<file path="src/logic/prot_regs_pkg.sv">
// Constants, register map and state encoding for the protection register bank
// Contract
// - Control bit 0 enables output current diagnostic
// - Overload policy one clears level select bits
// - Overload policy zero restores previous level automatically
// - Thermal policy one clears level select bits
// - Thermal policy zero restores previous level automatically
// - Control bit 7 selects converter compensation
// - Control register resets to zero; reserved bits
// - Status registers are read only
// - Status bit 0 shows overload
// - Status bit 2 shows output undervoltage
// - Status bit 4 shows deglitched pull-down overcurrent
// - Status bit 6 overtemperature with hysteresis
// - Status bit 7 shows input undervoltage
// - Level select in bits 0-3 at 0x2
// - Reads continue while host acknowledges low
package prot_regs_pkg;

    // ---------------------------------------------------------------
    // Register map
    // ---------------------------------------------------------------
    localparam logic [2:0] ADDR_STATUS_ONE = 3'h0;
    localparam logic [2:0] ADDR_STATUS_TWO = 3'h1;
    localparam logic [2:0] ADDR_LEVEL_SELECT = 3'h2;
    localparam logic [2:0] ADDR_PROTECTION_CONTROL = 3'h5;

    localparam int CTRL_DIAG_BIT = 0;
    localparam int CTRL_OVL_POLICY_BIT = 3;
    localparam int CTRL_HEAT_POLICY_BIT = 6;
    localparam int CTRL_COMP_BIT = 7;

    localparam int STAT_OVL_BIT = 0;
    localparam int STAT_LOW_OUT_BIT = 2;
    localparam int STAT_PULL_BIT = 4;
    localparam int STAT_HEAT_BIT = 6;
    localparam int STAT_LOW_IN_BIT = 7;

    localparam logic [7:0] CTRL_RESET = 8'h00;
    localparam logic [3:0] LEVEL_RESET = 4'h0;
    localparam logic [7:0] BYTE_ZERO = 8'h00;

    // Serial bus device address; value is arbitrary
    localparam logic [6:0] DEVICE_ADDR = 7'h08;
    localparam logic [3:0] BITS_PER_BYTE = 4'h8;

    // ---------------------------------------------------------------
    // Timing
    // ---------------------------------------------------------------
    localparam int CLK_PERIOD_NS = 10;
    localparam int PULL_DEGLITCH_NS = 10000;
    localparam int PULL_DEGLITCH_CYCLES = PULL_DEGLITCH_NS / CLK_PERIOD_NS;
    localparam int SENSE_INPUTS = 8;

    typedef enum logic [3:0] {
        BUS_IDLE = 4'h0,
        BUS_ADDR = 4'h1,
        BUS_ADDR_ACK = 4'h2,
        BUS_PTR = 4'h3,
        BUS_PTR_ACK = 4'h4,
        BUS_WDATA = 4'h5,
        BUS_WDATA_ACK = 4'h6,
        BUS_RDATA = 4'h7,
        BUS_RACK = 4'h8
    } bus_state_e;

endpackage

</file>
<file path="src/logic/sync_bank.sv">
// Two-stage synchroniser bank for asynchronous level inputs
`timescale 1ns/1ps
`default_nettype none
module sync_bank #(
    parameter int W = 1
) (
    input wire logic clk,
    input wire logic rstN,
    input wire logic [W-1:0] asyncIn,
    output logic [W-1:0] syncOut
);
    logic [W-1:0] meta_q;
    logic [W-1:0] meta_d;
    logic [W-1:0] stable_d;

    // First stage feeds only the second stage
    genvar i;
    generate
        for (i = 0; i < W; i++) begin : gBit
            always_comb begin
                meta_d[i] = asyncIn[i];
                stable_d[i] = meta_q[i];
            end
            always_ff @(posedge clk or negedge rstN) begin
                if (!rstN) begin
                    meta_q[i] <= 1'b0;
                    syncOut[i] <= 1'b0;
                end else begin
                    meta_q[i] <= meta_d[i];
                    syncOut[i] <= stable_d[i];
                end
            end
        end
    endgenerate
endmodule
`default_nettype wire

</file>
<file path="src/logic/deglitch_filter.sv">
// Persistence filter: output rises once the input has held high long enough
`timescale 1ns/1ps
`default_nettype none
module deglitch_filter (
    input wire logic clk,
    input wire logic rstN,
    input wire logic rawIn,
    output logic filtered
);
    import prot_regs_pkg::*;

    localparam logic [15:0] HOLD = 16'(PULL_DEGLITCH_CYCLES);
    logic [15:0] count_q;
    logic [15:0] count_d;
    logic filt_d;

    always_comb begin
        count_d = 16'h0000;
        filt_d = 1'b0;
        if (rawIn) begin
            // Short pulses restart the count and never reach the flag
            count_d = (count_q == HOLD) ? count_q : count_q + 16'h0001;
            filt_d = (count_q == HOLD);
        end
    end

    always_ff @(posedge clk or negedge rstN) begin
        if (!rstN) begin
            count_q <= 16'h0000;
            filtered <= 1'b0;
        end else begin
            count_q <= count_d;
            filtered <= filt_d;
        end
    end
endmodule
`default_nettype wire

</file>
<file path="src/logic/protection_config_and_status_regs.sv">
// Protection control and diagnostic status registers behind the two-wire bus
`timescale 1ns/1ps
`default_nettype none
module protection_config_and_status_regs (
    input wire logic clk,
    input wire logic rst_n,
    input wire logic scl,
    input wire logic sdaIn,
    output logic sdaOut,
    output logic sdaOe,
    input wire logic overloadDetect,
    input wire logic outputUnderVoltage,
    input wire logic pulldownOvercurrent,
    input wire logic tempAboveHigh,
    input wire logic tempBelowLow,
    input wire logic inputUnderVoltage,
    output logic [3:0] outputLevelSelect,
    output logic outputEnable,
    output logic currentDiagEnable,
    output logic compHighEsr
);
    import prot_regs_pkg::*;

    // ---------------------------------------------------------------
    // Reset release
    // ---------------------------------------------------------------
    logic rstMeta_q;
    logic rstSync_q;

    always_ff @(posedge clk or negedge rst_n) begin
        if (!rst_n) begin
            rstMeta_q <= 1'b0;
            rstSync_q <= 1'b0;
        end else begin
            rstMeta_q <= 1'b1;
            rstSync_q <= rstMeta_q;
        end
    end

    // ---------------------------------------------------------------
    // Input synchronisers
    // ---------------------------------------------------------------
    logic [SENSE_INPUTS-1:0] rawIn;
    logic [SENSE_INPUTS-1:0] syncIn;
    logic sclS;
    logic sdaS;
    logic ovlNow;
    logic lowOutNow;
    logic pullNow;
    logic hotNow;
    logic coolNow;
    logic lowInNow;
    logic pullFilt;

    assign rawIn = {inputUnderVoltage, tempBelowLow, tempAboveHigh, pulldownOvercurrent,
                    outputUnderVoltage, overloadDetect, sdaIn, scl};
    assign sclS = syncIn[0];
    assign sdaS = syncIn[1];
    assign ovlNow = syncIn[2];
    assign lowOutNow = syncIn[3];
    assign pullNow = syncIn[4];
    assign hotNow = syncIn[5];
    assign coolNow = syncIn[6];
    assign lowInNow = syncIn[7];

    sync_bank #(.W(SENSE_INPUTS)) uSync (
        .clk(clk),
        .rstN(rstSync_q),
        .asyncIn(rawIn),
        .syncOut(syncIn)
    );

    deglitch_filter uPull (
        .clk(clk),
        .rstN(rstSync_q),
        .rawIn(pullNow),
        .filtered(pullFilt)
    );

    // ---------------------------------------------------------------
    // Status flags
    // ---------------------------------------------------------------
    logic [7:0] status_q;
    logic [7:0] status_d;
    logic overTemp_q;
    logic overTemp_d;

    always_comb begin
        overTemp_d = overTemp_q;
        if (hotNow) begin
            overTemp_d = 1'b1;
        end else if (coolNow) begin
            overTemp_d = 1'b0;
        end
        status_d = BYTE_ZERO;
        status_d[STAT_OVL_BIT] = ovlNow;
        status_d[STAT_LOW_OUT_BIT] = lowOutNow;
        status_d[STAT_PULL_BIT] = pullFilt;
        status_d[STAT_HEAT_BIT] = overTemp_d;
        status_d[STAT_LOW_IN_BIT] = lowInNow;
    end

    always_ff @(posedge clk or negedge rstSync_q) begin
        if (!rstSync_q) begin
            overTemp_q <= 1'b0;
            status_q <= BYTE_ZERO;
        end else begin
            overTemp_q <= overTemp_d;
            status_q <= status_d;
        end
    end

    // ---------------------------------------------------------------
    // Bus condition detection
    // ---------------------------------------------------------------
    logic sclPrev_q;
    logic sdaPrev_q;
    logic sclRise;
    logic sclFall;
    logic startCond;
    logic stopCond;

    always_ff @(posedge clk or negedge rstSync_q) begin
        if (!rstSync_q) begin
            // Match the synchroniser's reset level; an idle-high scl still shows one rising edge after reset, ignored in BUS_IDLE
            sclPrev_q <= 1'b0;
            sdaPrev_q <= 1'b0;
        end else begin
            sclPrev_q <= sclS;
            sdaPrev_q <= sdaS;
        end
    end

    assign sclRise = sclS & ~sclPrev_q;
    assign sclFall = ~sclS & sclPrev_q;
    assign startCond = sclS & sclPrev_q & sdaPrev_q & ~sdaS;
    assign stopCond = sclS & sclPrev_q & ~sdaPrev_q & sdaS;

    // ---------------------------------------------------------------
    // Register storage
    // ---------------------------------------------------------------
    logic [7:0] ctrl_q;
    logic [3:0] level_q;

    function automatic logic [7:0] regRead(input logic [2:0] addr, input logic [7:0] stat,
                                           input logic [3:0] lvl, input logic [7:0] ctl);
        logic [7:0] val;
        val = BYTE_ZERO;
        case (addr)
            ADDR_STATUS_ONE: val = stat;
            ADDR_LEVEL_SELECT: val = {4'h0, lvl};
            ADDR_PROTECTION_CONTROL: val = ctl;
            default: val = BYTE_ZERO;
        endcase
        return val;
    endfunction

    // ---------------------------------------------------------------
    // Serial bus engine
    // ---------------------------------------------------------------
    bus_state_e state_q;
    bus_state_e state_d;
    logic [3:0] bitCnt_q;
    logic [3:0] bitCnt_d;
    logic [7:0] shift_q;
    logic [7:0] shift_d;
    logic [2:0] ptr_q;
    logic [2:0] ptr_d;
    logic isRead_q;
    logic isRead_d;
    logic hostAck_q;
    logic hostAck_d;
    logic sdaOe_d;
    logic wrStrobe;
    logic [7:0] wrData;

    always_comb begin
        state_d = state_q;
        bitCnt_d = bitCnt_q;
        shift_d = shift_q;
        ptr_d = ptr_q;
        isRead_d = isRead_q;
        hostAck_d = hostAck_q;
        sdaOe_d = sdaOe;
        wrStrobe = 1'b0;
        wrData = shift_q;
        if (startCond) begin
            state_d = BUS_ADDR;
            bitCnt_d = 4'h0;
            sdaOe_d = 1'b0;
        end else if (stopCond) begin
            state_d = BUS_IDLE;
            sdaOe_d = 1'b0;
        end else begin
            case (state_q)
                BUS_ADDR, BUS_PTR, BUS_WDATA: begin
                    if (sclRise) begin
                        shift_d = {shift_q[6:0], sdaS};
                        bitCnt_d = bitCnt_q + 4'h1;
                    end else if (sclFall && bitCnt_q == BITS_PER_BYTE) begin
                        bitCnt_d = 4'h0;
                        sdaOe_d = 1'b1;
                        if (state_q == BUS_ADDR) begin
                            isRead_d = shift_q[0];
                            state_d = BUS_ADDR_ACK;
                            if (shift_q[7:1] != DEVICE_ADDR) begin
                                state_d = BUS_IDLE;
                                sdaOe_d = 1'b0;
                            end
                        end else if (state_q == BUS_PTR) begin
                            ptr_d = shift_q[2:0];
                            state_d = BUS_PTR_ACK;
                        end else begin
                            wrStrobe = 1'b1;
                            state_d = BUS_WDATA_ACK;
                        end
                    end
                end
                BUS_ADDR_ACK: begin
                    if (sclFall) begin
                        if (isRead_q) begin
                            shift_d = regRead(ptr_q, status_q, level_q, ctrl_q);
                            sdaOe_d = ~shift_d[7];
                            state_d = BUS_RDATA;
                        end else begin
                            sdaOe_d = 1'b0;
                            state_d = BUS_PTR;
                        end
                    end
                end
                BUS_PTR_ACK, BUS_WDATA_ACK: begin
                    if (sclFall) begin
                        if (state_q == BUS_WDATA_ACK) begin
                            ptr_d = ptr_q + 3'h1;
                        end
                        sdaOe_d = 1'b0;
                        state_d = BUS_WDATA;
                    end
                end
                BUS_RDATA: begin
                    if (sclRise) begin
                        bitCnt_d = bitCnt_q + 4'h1;
                    end else if (sclFall) begin
                        if (bitCnt_q == BITS_PER_BYTE) begin
                            sdaOe_d = 1'b0;
                            state_d = BUS_RACK;
                        end else begin
                            sdaOe_d = ~shift_q[3'(4'h7 - bitCnt_q)];
                        end
                    end
                end
                BUS_RACK: begin
                    if (sclRise) begin
                        hostAck_d = ~sdaS;
                    end else if (sclFall) begin
                        if (hostAck_q) begin
                            // Host held acknowledge low: send the next register
                            ptr_d = ptr_q + 3'h1;
                            shift_d = regRead(ptr_d, status_q, level_q, ctrl_q);
                            sdaOe_d = ~shift_d[7];
                            bitCnt_d = 4'h0;
                            state_d = BUS_RDATA;
                        end else begin
                            state_d = BUS_IDLE;
                        end
                    end
                end
                default: begin
                    sdaOe_d = 1'b0;
                    state_d = BUS_IDLE;
                end
            endcase
        end
    end

    always_ff @(posedge clk or negedge rstSync_q) begin
        if (!rstSync_q) begin
            state_q <= BUS_IDLE;
            bitCnt_q <= 4'h0;
            shift_q <= BYTE_ZERO;
            ptr_q <= 3'h0;
            isRead_q <= 1'b0;
            hostAck_q <= 1'b0;
            sdaOe <= 1'b0;
            sdaOut <= 1'b0;
        end else begin
            state_q <= state_d;
            bitCnt_q <= bitCnt_d;
            shift_q <= shift_d;
            ptr_q <= ptr_d;
            isRead_q <= isRead_d;
            hostAck_q <= hostAck_d;
            sdaOe <= sdaOe_d;
            sdaOut <= 1'b0;
        end
    end

    // ---------------------------------------------------------------
    // Control registers and protection policy
    // ---------------------------------------------------------------
    logic [7:0] ctrl_d;
    logic [3:0] level_d;
    logic [3:0] levelOut_d;
    logic outEn_d;
    logic ovlCut;
    logic heatCut;
    logic holdOff;

    always_comb begin
        ctrl_d = ctrl_q;
        level_d = level_q;
        // Status addresses simply drop writes
        if (wrStrobe && ptr_q == ADDR_PROTECTION_CONTROL) begin
            ctrl_d = BYTE_ZERO;
            ctrl_d[CTRL_DIAG_BIT] = wrData[CTRL_DIAG_BIT];
            ctrl_d[CTRL_OVL_POLICY_BIT] = wrData[CTRL_OVL_POLICY_BIT];
            ctrl_d[CTRL_HEAT_POLICY_BIT] = wrData[CTRL_HEAT_POLICY_BIT];
            ctrl_d[CTRL_COMP_BIT] = wrData[CTRL_COMP_BIT];
        end
        if (wrStrobe && ptr_q == ADDR_LEVEL_SELECT) begin
            level_d = wrData[3:0];
        end
        ovlCut = status_q[STAT_OVL_BIT] && ctrl_q[CTRL_OVL_POLICY_BIT];
        heatCut = status_q[STAT_HEAT_BIT] && ctrl_q[CTRL_HEAT_POLICY_BIT];
        // Fault clearing beats a host write landing in the same cycle
        if (ovlCut) begin
            level_d = LEVEL_RESET;
        end
        if (heatCut) begin
            level_d = LEVEL_RESET;
        end
        // Auto-restart policy keeps the stored level and only gates the output
        holdOff = status_q[STAT_OVL_BIT] || status_q[STAT_HEAT_BIT];
        levelOut_d = holdOff ? LEVEL_RESET : level_q;
        outEn_d = !holdOff && (level_q != LEVEL_RESET);
    end

    always_ff @(posedge clk or negedge rstSync_q) begin
        if (!rstSync_q) begin
            ctrl_q <= CTRL_RESET;
            level_q <= LEVEL_RESET;
            outputLevelSelect <= LEVEL_RESET;
            outputEnable <= 1'b0;
            currentDiagEnable <= 1'b0;
            compHighEsr <= 1'b0;
        end else begin
            ctrl_q <= ctrl_d;
            level_q <= level_d;
            outputLevelSelect <= levelOut_d;
            outputEnable <= outEn_d;
            currentDiagEnable <= ctrl_q[CTRL_DIAG_BIT];
            compHighEsr <= ctrl_q[CTRL_COMP_BIT];
        end
    end

endmodule
`default_nettype wire

</file>
<file path="config.mk">
export PLATFORM = sky130hd
export DESIGN_NAME = protection_config_and_status_regs
export DESIGN_NICKNAME = d
export VERILOG_FILES = /design/src/logic/prot_regs_pkg.sv /design/src/logic/sync_bank.sv /design/src/logic/deglitch_filter.sv /design/src/logic/protection_config_and_status_regs.sv
export SDC_FILE = /design/constraint.sdc
export NUM_CORES = 1
export LEC_CHECK = 0
export BUFFER_PORTS_ARGS = -buffer_cell sky130_fd_sc_hd__clkbuf_2
export CAP_MARGIN = 20
export CORE_MARGIN = 5
export CORE_UTILIZATION = 30
export DETAILED_ROUTE_END_ITERATION = 10
export PLACE_DENSITY = 0.42
export SLEW_MARGIN = 20
export SYNTH_ARGS = -nofsm -noshare
export SYNTH_HDL_FRONTEND = slang
export SYNTH_SLANG_ARGS = --single-unit
</file>
<file path="constraint.sdc">
create_clock -name clk -period 7.49 [get_ports clk]
set_input_delay 1.498 -clock clk [delete_from_list [all_inputs] [get_ports clk]]
set_output_delay 1.498 -clock clk [all_outputs]
set_load 0.01 [all_outputs]
</file>
# Word level (Yosys, flattened, before mapping)
# Index checks and enable logic that the tools add are counted.
dict set report classes {
  add_sub_neg 4
  n_lt_le_gt_ge 1
  n_eq_ne 44
  mux 90
  bitwise_logic 17
  reduce_logical 24
}
# cell n
set op_table {}
lappend op_table {{2-to-1 mux 8 bit} 17}
lappend op_table {{2-to-1 mux 4 bit} 24}
lappend op_table {{case mux 8 bit (3 select lines)} 3}
lappend op_table {{!= test 4 bit (second input constant)} 11}
lappend op_table {{2-to-1 mux 3 bit} 11}
lappend op_table {{2-to-1 mux 16 bit} 2}
lappend op_table {{!= test 2 bit (second input constant)} 14}
lappend op_table {{AND reduction 9 bit} 3}
lappend op_table {{2-to-1 mux 1 bit} 26}
lappend op_table {{case mux 4 bit (5 select lines)} 1}
lappend op_table {{adder 16 x 1 -> 16 bit (second input constant)} 1}
lappend op_table {{== test 16 x 10 -> 1 bit (second input constant)} 1}
lappend op_table {{== test 4 x 3 -> 1 bit (second input constant)} 4}
lappend op_table {{!= test 3 bit (second input constant)} 4}
lappend op_table {{case mux 4 bit (3 select lines)} 1}
lappend op_table {{AND reduction 12 bit} 1}
lappend op_table {{inverter 1 bit} 10}
lappend op_table {{case mux 3 bit (3 select lines)} 1}
lappend op_table {{nonzero test 3 bit} 3}
lappend op_table {{== test 4 x 2 -> 1 bit (second input constant)} 2}
lappend op_table {{== test 4 bit (second input constant)} 2}
lappend op_table {{nonzero test 4 bit} 2}
lappend op_table {{AND 1 bit} 7}
lappend op_table {{!= test 7 x 4 -> 1 bit (second input constant)} 1}
lappend op_table {{other kinds (19)} 28}
dict set report totals {
  register_bits 80
  input_bits 10
}

# Depth between registers and ports, before layout
# Gate-level depths: netlist (run 1).
dict set report logic_depth {
  depth_word 16
  mapped_depth 8
  ltp_nobuf 7
}

# Hierarchy
# Synthesis (run 1) repeated with hierarchy kept, for this count alone.
dict set report unflattened {
  cells_unflattened 399
  hier_area_um2 4129.0
}
# module n_inst cells_per_inst area_each_um2
set modules_own_cells {}
lappend modules_own_cells {protection_config_and_status_regs 1 296 2852.7}
lappend modules_own_cells {deglitch_filter 1 87 875.8}
lappend modules_own_cells {sync_bank 1 16 400.4}

# Least setup slack after synthesis (run 1)
# No wires, ideal clock.
dict set report synth_path {
  path_kind {register to register}
  start {register bitCnt_q[0]}
  end {register ptr_q[2]}
  t_arrival_ps 2063
  setup_slack_ps 5347
  stages_incl_launch_ff 9
  cell_sequence {dfrtp_1 -> clkbuf_1 -> inv_1 -> ha_1 -> nand3b_1 -> or3_1 -> a2111oi_4 -> o21a_1 -> a2bb2oi_1}
}
dict set report synth_between {
  elab_chain_len 4
}
# item line
set synth_rtl {}
lappend synth_rtl {{start, declared} protection_config_and_status_regs.sv:163} ;# logic [3:0] bitCnt_q;
lappend synth_rtl {{start signal, assigned} protection_config_and_status_regs.sv:288} ;# bitCnt_q <= bitCnt_d;
lappend synth_rtl {{== test 4 bit} protection_config_and_status_regs.sv:200} ;# end else if (sclFall && bitCnt_q == BITS_PER_BYTE) begin
lappend synth_rtl {{logical AND 1 bit} protection_config_and_status_regs.sv:200}
lappend synth_rtl {{!= test 2 bit (no source line)} n/a}
lappend synth_rtl {{AND reduction 12 bit (no source line)} n/a}
lappend synth_rtl {{end signal, assigned} protection_config_and_status_regs.sv:290} ;# ptr_q <= ptr_d;
lappend synth_rtl {{end, declared} protection_config_and_status_regs.sv:167} ;# logic [2:0] ptr_q;
# Every way passes these cells.
# A chain may end at the register's enable or synchronous reset.

# Worst setup path after layout (run 1)
dict set report layout_path {
  start {register state_q[3]}
  end {register shift_q[4]}
}
dict set report layout_between {
  elab_chain_len 4
  elab_cells_between_ends 15
  cone_classes {eq/ne: 11; mux: 1; reduce/logical: 3}
}
# item line
set layout_rtl {}
lappend layout_rtl {{start, declared} protection_config_and_status_regs.sv:161} ;# bus_state_e state_q;
lappend layout_rtl {{start signal, assigned} protection_config_and_status_regs.sv:287} ;# state_q <= state_d;
lappend layout_rtl {{== test 4 x 1 -> 1 bit (tied with other cells)} protection_config_and_status_regs.sv:195} ;# case (state_q)
lappend layout_rtl {{OR reduction 3 bit} protection_config_and_status_regs.sv:195}
lappend layout_rtl {{!= test 2 bit (no source line) / nonzero test 3 bit (equally long branches)} n/a}
lappend layout_rtl {{AND reduction 9 bit (no source line)} n/a}
lappend layout_rtl {{end signal, assigned} protection_config_and_status_regs.sv:289} ;# shift_q <= shift_d;
lappend layout_rtl {{end, declared} protection_config_and_status_regs.sv:165} ;# logic [7:0] shift_q;
# Parallel ways exist; a longest one is shown, timed or not.

==> metrics.md, run 1 <==
| Metric | Value |
|---|---|
| TritonRoute pass-1 iters | `4` |
| CTS Buf Count | `9` |
| Post-CTS Setup Repair Bufs | `0` |
| DRC viols | `0` |
| TritonCTS clock tree | `built` |
| Post-synth EDFFs | `0` |
| Max H-tree Level | `3` |
| Via Count | `2,785` |
| Most used flip-flop cell after synthesis | `dfrtp_1` |
| TNS Setup | `0 ns` |
| # rows | `41` |
| GR Util All Layers | `0.1274` |
| Critical-path top delay cell | `dfrtp_1` |
| Final WL | `9027 µm` |
| Avg Vias per Cell | `5.027` |
| Diode count | `0` |
| Final Skew | `0.007233 ns` |
| Final Setup Violations | `0` |
| Post-Place Worst Slack | `5.069 ns` |
| Core ar. | `12,670 µm²` |
| Run status | `completed` |
| Vias in the first global route | `2,782` |
| Synth Cell Area | `3907 µm²` |
| Power per standard cell area | `211.8 nW/µm²` |
| Register area share after synthesis | `0.5059` |
| Slowest stage delay, CP | `0.62 ns` |
| IO Pins | `19` |
| Placer congestion estimate | `roughly 0.88` |
| Max clock buf depth | `2` |
| HPWL after detailed placement | `between 6000 and 7000 µm` |
| Design Power | `0.0009457 W` |
| Most common cell after layout, fill and taps aside | `dfrtp_1` |
| RSZ-0062 raised after global routing | `false` |
| Initial DRC Count | `about 150` |
| Gates resized, CTS repair | `0` |
| Number of max-cap violations | `0` |
| Critical-path cell list | `or3b_1 -> a21oi_1 -> a21oi_1 -> nor4_4 -> mux2_2` |
| First-pass GRT wire length | `14,860 µm` |
| Number of synthesized register bits | `79` |
| Worst slew margin | `0.3320` |
| Final min period | `2.427 ns` |
| Setup CP Type | `register to register` |
| Initial antenna violation count | `0` |
| Worst path arrival time | `2.65 ns` |
| Pleak | `1.885 nW` |
| P&R area growth vs syn | `14.25%` |
| Clock Latency Late Sink | `0.34 ns` |
| NumNets Final | `396` |
| YS warnings | `0` |
| Share of layout cells above drive strength 1 | `0.1414` |
| Min-delay worst type | `register to asynchronous set/reset pin` |
| Clk slew on worst S/H paths | `0.06 ns` |
| Fin crit share | `0.3241` |
| Largest net degree at the start of global routing | `78` |
| Synth Net Count | `379` |
| Syn avg cell area | `10.85 µm²` |
| CP most frequent cell | `a21oi_1` |
| DRT antenna net count | `0` |
| Cts hold-fix bufs | `0` |
| Fmax achieved | `412.0 MHz` |
| Unique masters post-synth | `65` |
| Synth top area share | `0.5059` |
| Crit start category | `register` |
| Worst EP required | `7.71 ns` |
| Top fanout value on the critical path | `19` |
| Clock Sink Count | `79` |
| GRT overflow | `0` |
| Buffers on Ports | `17` |
| Die Y | `about 120 µm` |
| Ranking of synthesized cells by area | `dfrtp_1 (51%), mux2_2 (4.3%), ha_1 (2.9%)` |
| Most frequent cells in the layout | `dfrtp_1 (78), nand2_1 (24), nor2_1 (22)` |
| Cells after Synth | `360` |
| Pins Over Slew Limit | `0` |
| Die width | `124.1 µm` |
| Setup crit end kind | `register` |
| Post-synth ARST share | `1.000` |
| Max IR drop VDD | `106.0 µV` |
| WL per Instance | `16.29 µm` |
| Die Area | `15,410 µm²` |
| Area leader, netlist | `dfrtp_1` |
| Endpoints failing hold | `0` |
| Initial core utilization | `0.3084` |
| Clk root buf | `clkbuf_16` |
| Smallest setup slack after layout | `5.063 ns` |
| Slew @ Worst Pin | `0.9994 ns` |
[synthesized netlist by cell type, types with 4 or more instances]
cell type  instances
nor3_1             5
clkbuf_1           7
nor2_1            22
a32o_1             4
nand2b_1           5
a22o_1             8
ha_1               9
mux2_2            15
xor2_1            10
xnor2_1            6
o21ai_0           11
dfrtp_1           79
nand3_1           20
and2_1            15
inv_1             13
a21oi_1            9
nand2_1           24
mux2i_1           10
nor2b_1           15
[area by class of cell]
cell class / count / area (µm²)
Tap cell: 172 / 215.2
Timing Repair Buffer: 18 / 112.6
Clock buffer: 13 / 260.3
Multi-Input combinational cell: 256 / 1829
Inverter: 13 / 48.80
Sequential cell: 79 / 1981
Clock inverter: 3 / 17.52
Fill cell: 1291 / 8207
[worst max-delay path, delay by kind of cell, from the launching register on]
| family | cells | cell delay (ns) |
|---|---|---|
| multiplexers | 1 | 0.40 |
| AND/OR/NAND/NOR | 2 | 1.02 |
| flip-flops | 1 | 0.62 |
| AO/OA/AOI/OAI | 2 | 0.26 |
[registers in the layout, indices dropped and copies added (netlist names), 3 cells and up]
register	flops
uPull.count_q	16
shift_q	8
uSync.meta_q	8
uSync.syncOut	8
status_q	5
bitCnt_q	4
ctrl_q	4
level_q	4
outputLevelSelect	4
state_q	4
ptr_q	3
[kinds of logic (layout without fill, tap and decap cells)]
| group | Yosys count | count (layout) | synth area share |
|---|---|---|---|
| adders and majority gates | 9 | 9 | 0.02882 |
| muxes | 26 | 26 | 0.07461 |
| other | 2 | 2 | 0.001922 |
| xor gates and xnor gates | 16 | 16 | 0.03586 |
| buffers and inverters | 25 | 47 | 0.02594 |
| DFF | 79 | 79 | 0.5059 |
| and+or+nand+nor | 128 | 128 | 0.1809 |
| AOI/OAI and AO/OA | 75 | 75 | 0.1460 |
[where the power goes]
part | internal, W | leakage, nW | switching [W]
clock network | 0.000242 | 0.136 | 0.000169
logic | 0.0000299 | 0.711 | 0.0000254
registers | 0.000445 | 1.04 | 0.0000353
total | 0.000716 | 1.88 | 0.000230
[worst paths after layout]
path / start / endpoint / cells past startpoint / slack [ns]
setup / recovery: state_q[3] / shift_q[4] / 5 / 5.06
hold / removal: rstSync_q / state_q[1] / 0 / 0.25
setup reg to reg: state_q[3] / shift_q[4] / 5 / 5.06
hold reg to reg: rstSync_q / state_q[1] / 0 / 0.25
max in group asynchronous: rst_n / rstSync_q / 1 / 6.45
min in group clk: uSync.meta_q[4] / uSync.syncOut[4] / 0 / 0.35
[metal layers]
metal / vias to the layer above / global-route usage / wire, µm
li1: 1344 / - / -
met1: 1367 / 0.1775 / 4359
met2: 61 / 0.1892 / 4116
met3: 13 / 0.03497 / 425
met4: 0 / 0.04654 / 125
met5: - / 0 / 0
[through the flow]
step / area [µm²] / hold WS [ns] / utilization / cells
floorplan: 3908 / 0.3312 / - / 360
global placement: 4159 / 0.3346 / 0.3282 / 537
detailed placement: 4159 / 0.3347 / 0.3282 / 537
CTS: 4437 / 0.3477 / 0.3502 / 553
global route: 4464 / 0.2962 / 0.3523 / 554
finish: 4464 / 0.2504 / 0.3523 / 554
No activity file was read; power rests on OpenSTA's default activity.
==> run 2, diff against run 1 <==
- clock period: 7.49 -> 2.55 ns (I/O delays scaled with it)
==> run 2 against run 1 <==
Effect of this change: critical path type unchanged; sequential power grew to 2.9 times the previous value; first-iteration DRC count shrank 17%; hold slack gained 0.028 ns; critical path depth is the same; wire length grew 2.5%; clock skew shrank 0.00073 ns.
==> metrics.md, run 2 (synthesis gave the netlist of run 1 again) <==
| Metric | Value |
|---|---|
| Run status | `completed` |
| HPWL after detailed placement | `6541 µm (+6.2%)` |
| Worst EP required | `2.81 ns (-4.90 ns)` |
| Max IR drop VDD | `383.7 µV (+260%)` |
| Fmax achieved | `437.0 MHz (+6.1%)` |
| Crit start category | `register` |
| Gates resized, CTS repair | `0 (unchanged)` |
| Met2 Track Usage GR | `0.1916 (+0.002365)` |
| Final min period | `2.288 ns (-0.1389 ns)` |
| Clk root buf | `clkbuf_16` |
| NumNets Final | `411 (+3.8%)` |
| TritonCTS clock tree | `built` |
| Pleak | `1.957 nW (+3.8%)` |
| Final Setup Violations | `0 (unchanged)` |
| Number of flip-flops in the largest register | `16 (unchanged)` |
| Core ar. | `12,670 µm² (unchanged)` |
| Vias in the first global route | `2,794 (+0.43%)` |
| Die Y | `124.1 µm (unchanged)` |
| GRT Max-Usage Layer | `met1` |
| Hold Crit Depth | `1` |
| Worst path arrival time | `2.54 ns (-0.11 ns)` |
| Min-delay worst type | `primary input to register` |
| CTS Buf Count | `9 (unchanged)` |
| Fin crit share | `0.8973 (+0.5733)` |
| Critical Path Start | `state_q[0]` |
| M1 GR Usage | `0.1939 (+0.01632)` |
| Reg2reg start | `state_q[0]` |
| IO Pins | `19 (unchanged)` |
| TNS Setup | `0 ns (unchanged)` |
| Initial antenna violation count | `0 (unchanged)` |
| Buffers on Ports | `17 (unchanged)` |
| Filler Cell Count | `1,297 (+0.46%)` |
| First-pass GRT wire length | `15,460 µm (+4.0%)` |
| Diode count | `0 (unchanged)` |
| Pins Over Slew Limit | `0 (unchanged)` |
| Number of max-cap violations | `0 (unchanged)` |
| Reg2Reg Depth | `5 (unchanged)` |
| Die width | `124.1 µm (unchanged)` |
| Worst slew margin | `0.5618 (+0.2298)` |
| Endpoints failing hold | `0 (unchanged)` |
| Origin of the worst min-delay path | `tempAboveHigh` |
| Avg Vias per Cell | `4.965 (-1.2%)` |
| Die Area | `15,410 µm² (unchanged)` |
| Share of layout cells above drive strength 1 | `0.1688 (+0.02740)` |
| Fin area | `4574 µm² (+2.5%)` |
| Grt met3 use | `0.03497 (unchanged)` |
| Final WL | `9253 µm (+2.5%)` |
| Power per standard cell area | `626.9 nW/µm² (+200%)` |
| Most frequent cells in the layout | `dfrtp_1 (78), nand2_1 (24), nor2_1 (22)` |
| Largest net degree at the start of global routing | `43 (-45%)` |
| Clock Sink Count | `79 (unchanged)` |
| TritonRoute pass-1 iters | `4 (unchanged)` |
| Max H-tree Level | `3 (unchanged)` |
| Placed standard-cell area | `4272 µm² (+2.7%)` |
| WHS Endpoint | `uSync.meta_q[5]` |
| Clock Latency Late Sink | `0.34 ns (about the same)` |
| Slew @ Worst Pin | `0.6530 ns (-0.3464 ns)` |
| # rows | `41 (unchanged)` |
| Final Skew | `0.006506 ns (-0.0007268 ns)` |
| Via Count | `2,825 (+1.4%)` |
| DRT antenna net count | `0 (unchanged)` |
| Biggest register | `uPull.count_q` |
| Initial core utilization | `0.3084 (unchanged)` |
| GR Util All Layers | `0.1331 (+0.005768)` |
| RSZ-0062 raised after global routing | `false` |
| Top fanout value on the critical path | `16 (-3)` |
| R2R setup slack | `0.26 ns (-4.80 ns)` |
| Most common cell after layout, fill and taps aside | `dfrtp_1` |
| GRT overflow | `0 (unchanged)` |
| Clk slew on worst S/H paths | `0.06 ns (about the same)` |
| Setup crit end kind | `register` |
| Max clock buf depth | `2 (unchanged)` |
| Initial DRC Count | `126 (-17%)` |
| Critical R2R Capture | `ptr_q[2]` |
| P&R area growth vs syn | `17.07%` |
| WL per Instance | `16.26 µm (-0.20%)` |
| Setup CP Type | `register to register` |
| DRC viols | `0 (unchanged)` |
| Placer congestion estimate | `0.8367 (-5.4%)` |
[run 2: timing repair]
action                     CTS  global route
hold buffers                 1             0
hold endpoints to repair     2             0
setup endpoints to repair    0             0
setup buffers                0             0
[run 2: final cells by class]
cell class	instances	area, µm²	area share
Clock buffer	13	250.2	0.05470
Timing Repair Buffer	33	207.7	0.04540
Multi-Input combinational cell	256	1829	0.3999
Clock inverter	3	42.54	0.009300
Inverter	13	48.80	0.01067
Tap cell	172	215.2	0.04705
Sequential cell	79	1981	0.4330
[run 2: metal layers]
metal / routed length (µm) / vias up
met1: 4618 / 1398
met3: 299 / 10
li1: - / 1369
met2: 4190 / 48
met4: 145 / 0
met5: 0 / -
[run 2: worst max path at each step]
stage | cells past startpoint | slack (ns) | end
global placement | 5 | 0.36 | ptr_q[2]
CTS | 5 | 0.27 | ptr_q[2]
finish | 5 | 0.26 | ptr_q[2]
floorplan | 0 | 0.19 | bitCnt_q[0]
detailed placement | 5 | 0.31 | ptr_q[2]
global route | 5 | 0.10 | ptr_q[2]
[run 2: report_power, final]
| group | total, W | switching, W | internal, W |
|---|---|---|---|
| registers | 0.00141 | 0.0000991 | 0.00131 |
| logic | 0.000173 | 0.0000793 | 0.0000933 |
| clock network | 0.00129 | 0.000505 | 0.000785 |
[run 2: through the flow]
| step | utilization | worst slack (ns) | hold slack (ns) | cells | total power [W] |
|---|---|---|---|---|---|
| global placement | 0.3371 | 0.3577 | 0.2949 | 552 | 0.001605 |
| CTS | 0.3610 | 0.2659 | 0.2659 | 569 | 0.002913 |
| floorplan | - | 0.1869 | 0.2144 | 360 | 0.001516 |
| finish | 0.3610 | 0.2618 | 0.2787 | 569 | 0.002868 |
| detailed placement | 0.3371 | 0.3144 | 0.2987 | 552 | 0.001603 |
| global route | 0.3610 | 0.1010 | 0.2608 | 569 | 0.003014 |
[run 2: worst max-delay path: stages (launching register included)]
cell       delay [ns]
dfrtp_1          0.63
nand2b_1         0.21
or3_1            0.48
a2111oi_4        0.55
o21a_1           0.19
a2bb2oi_1        0.15
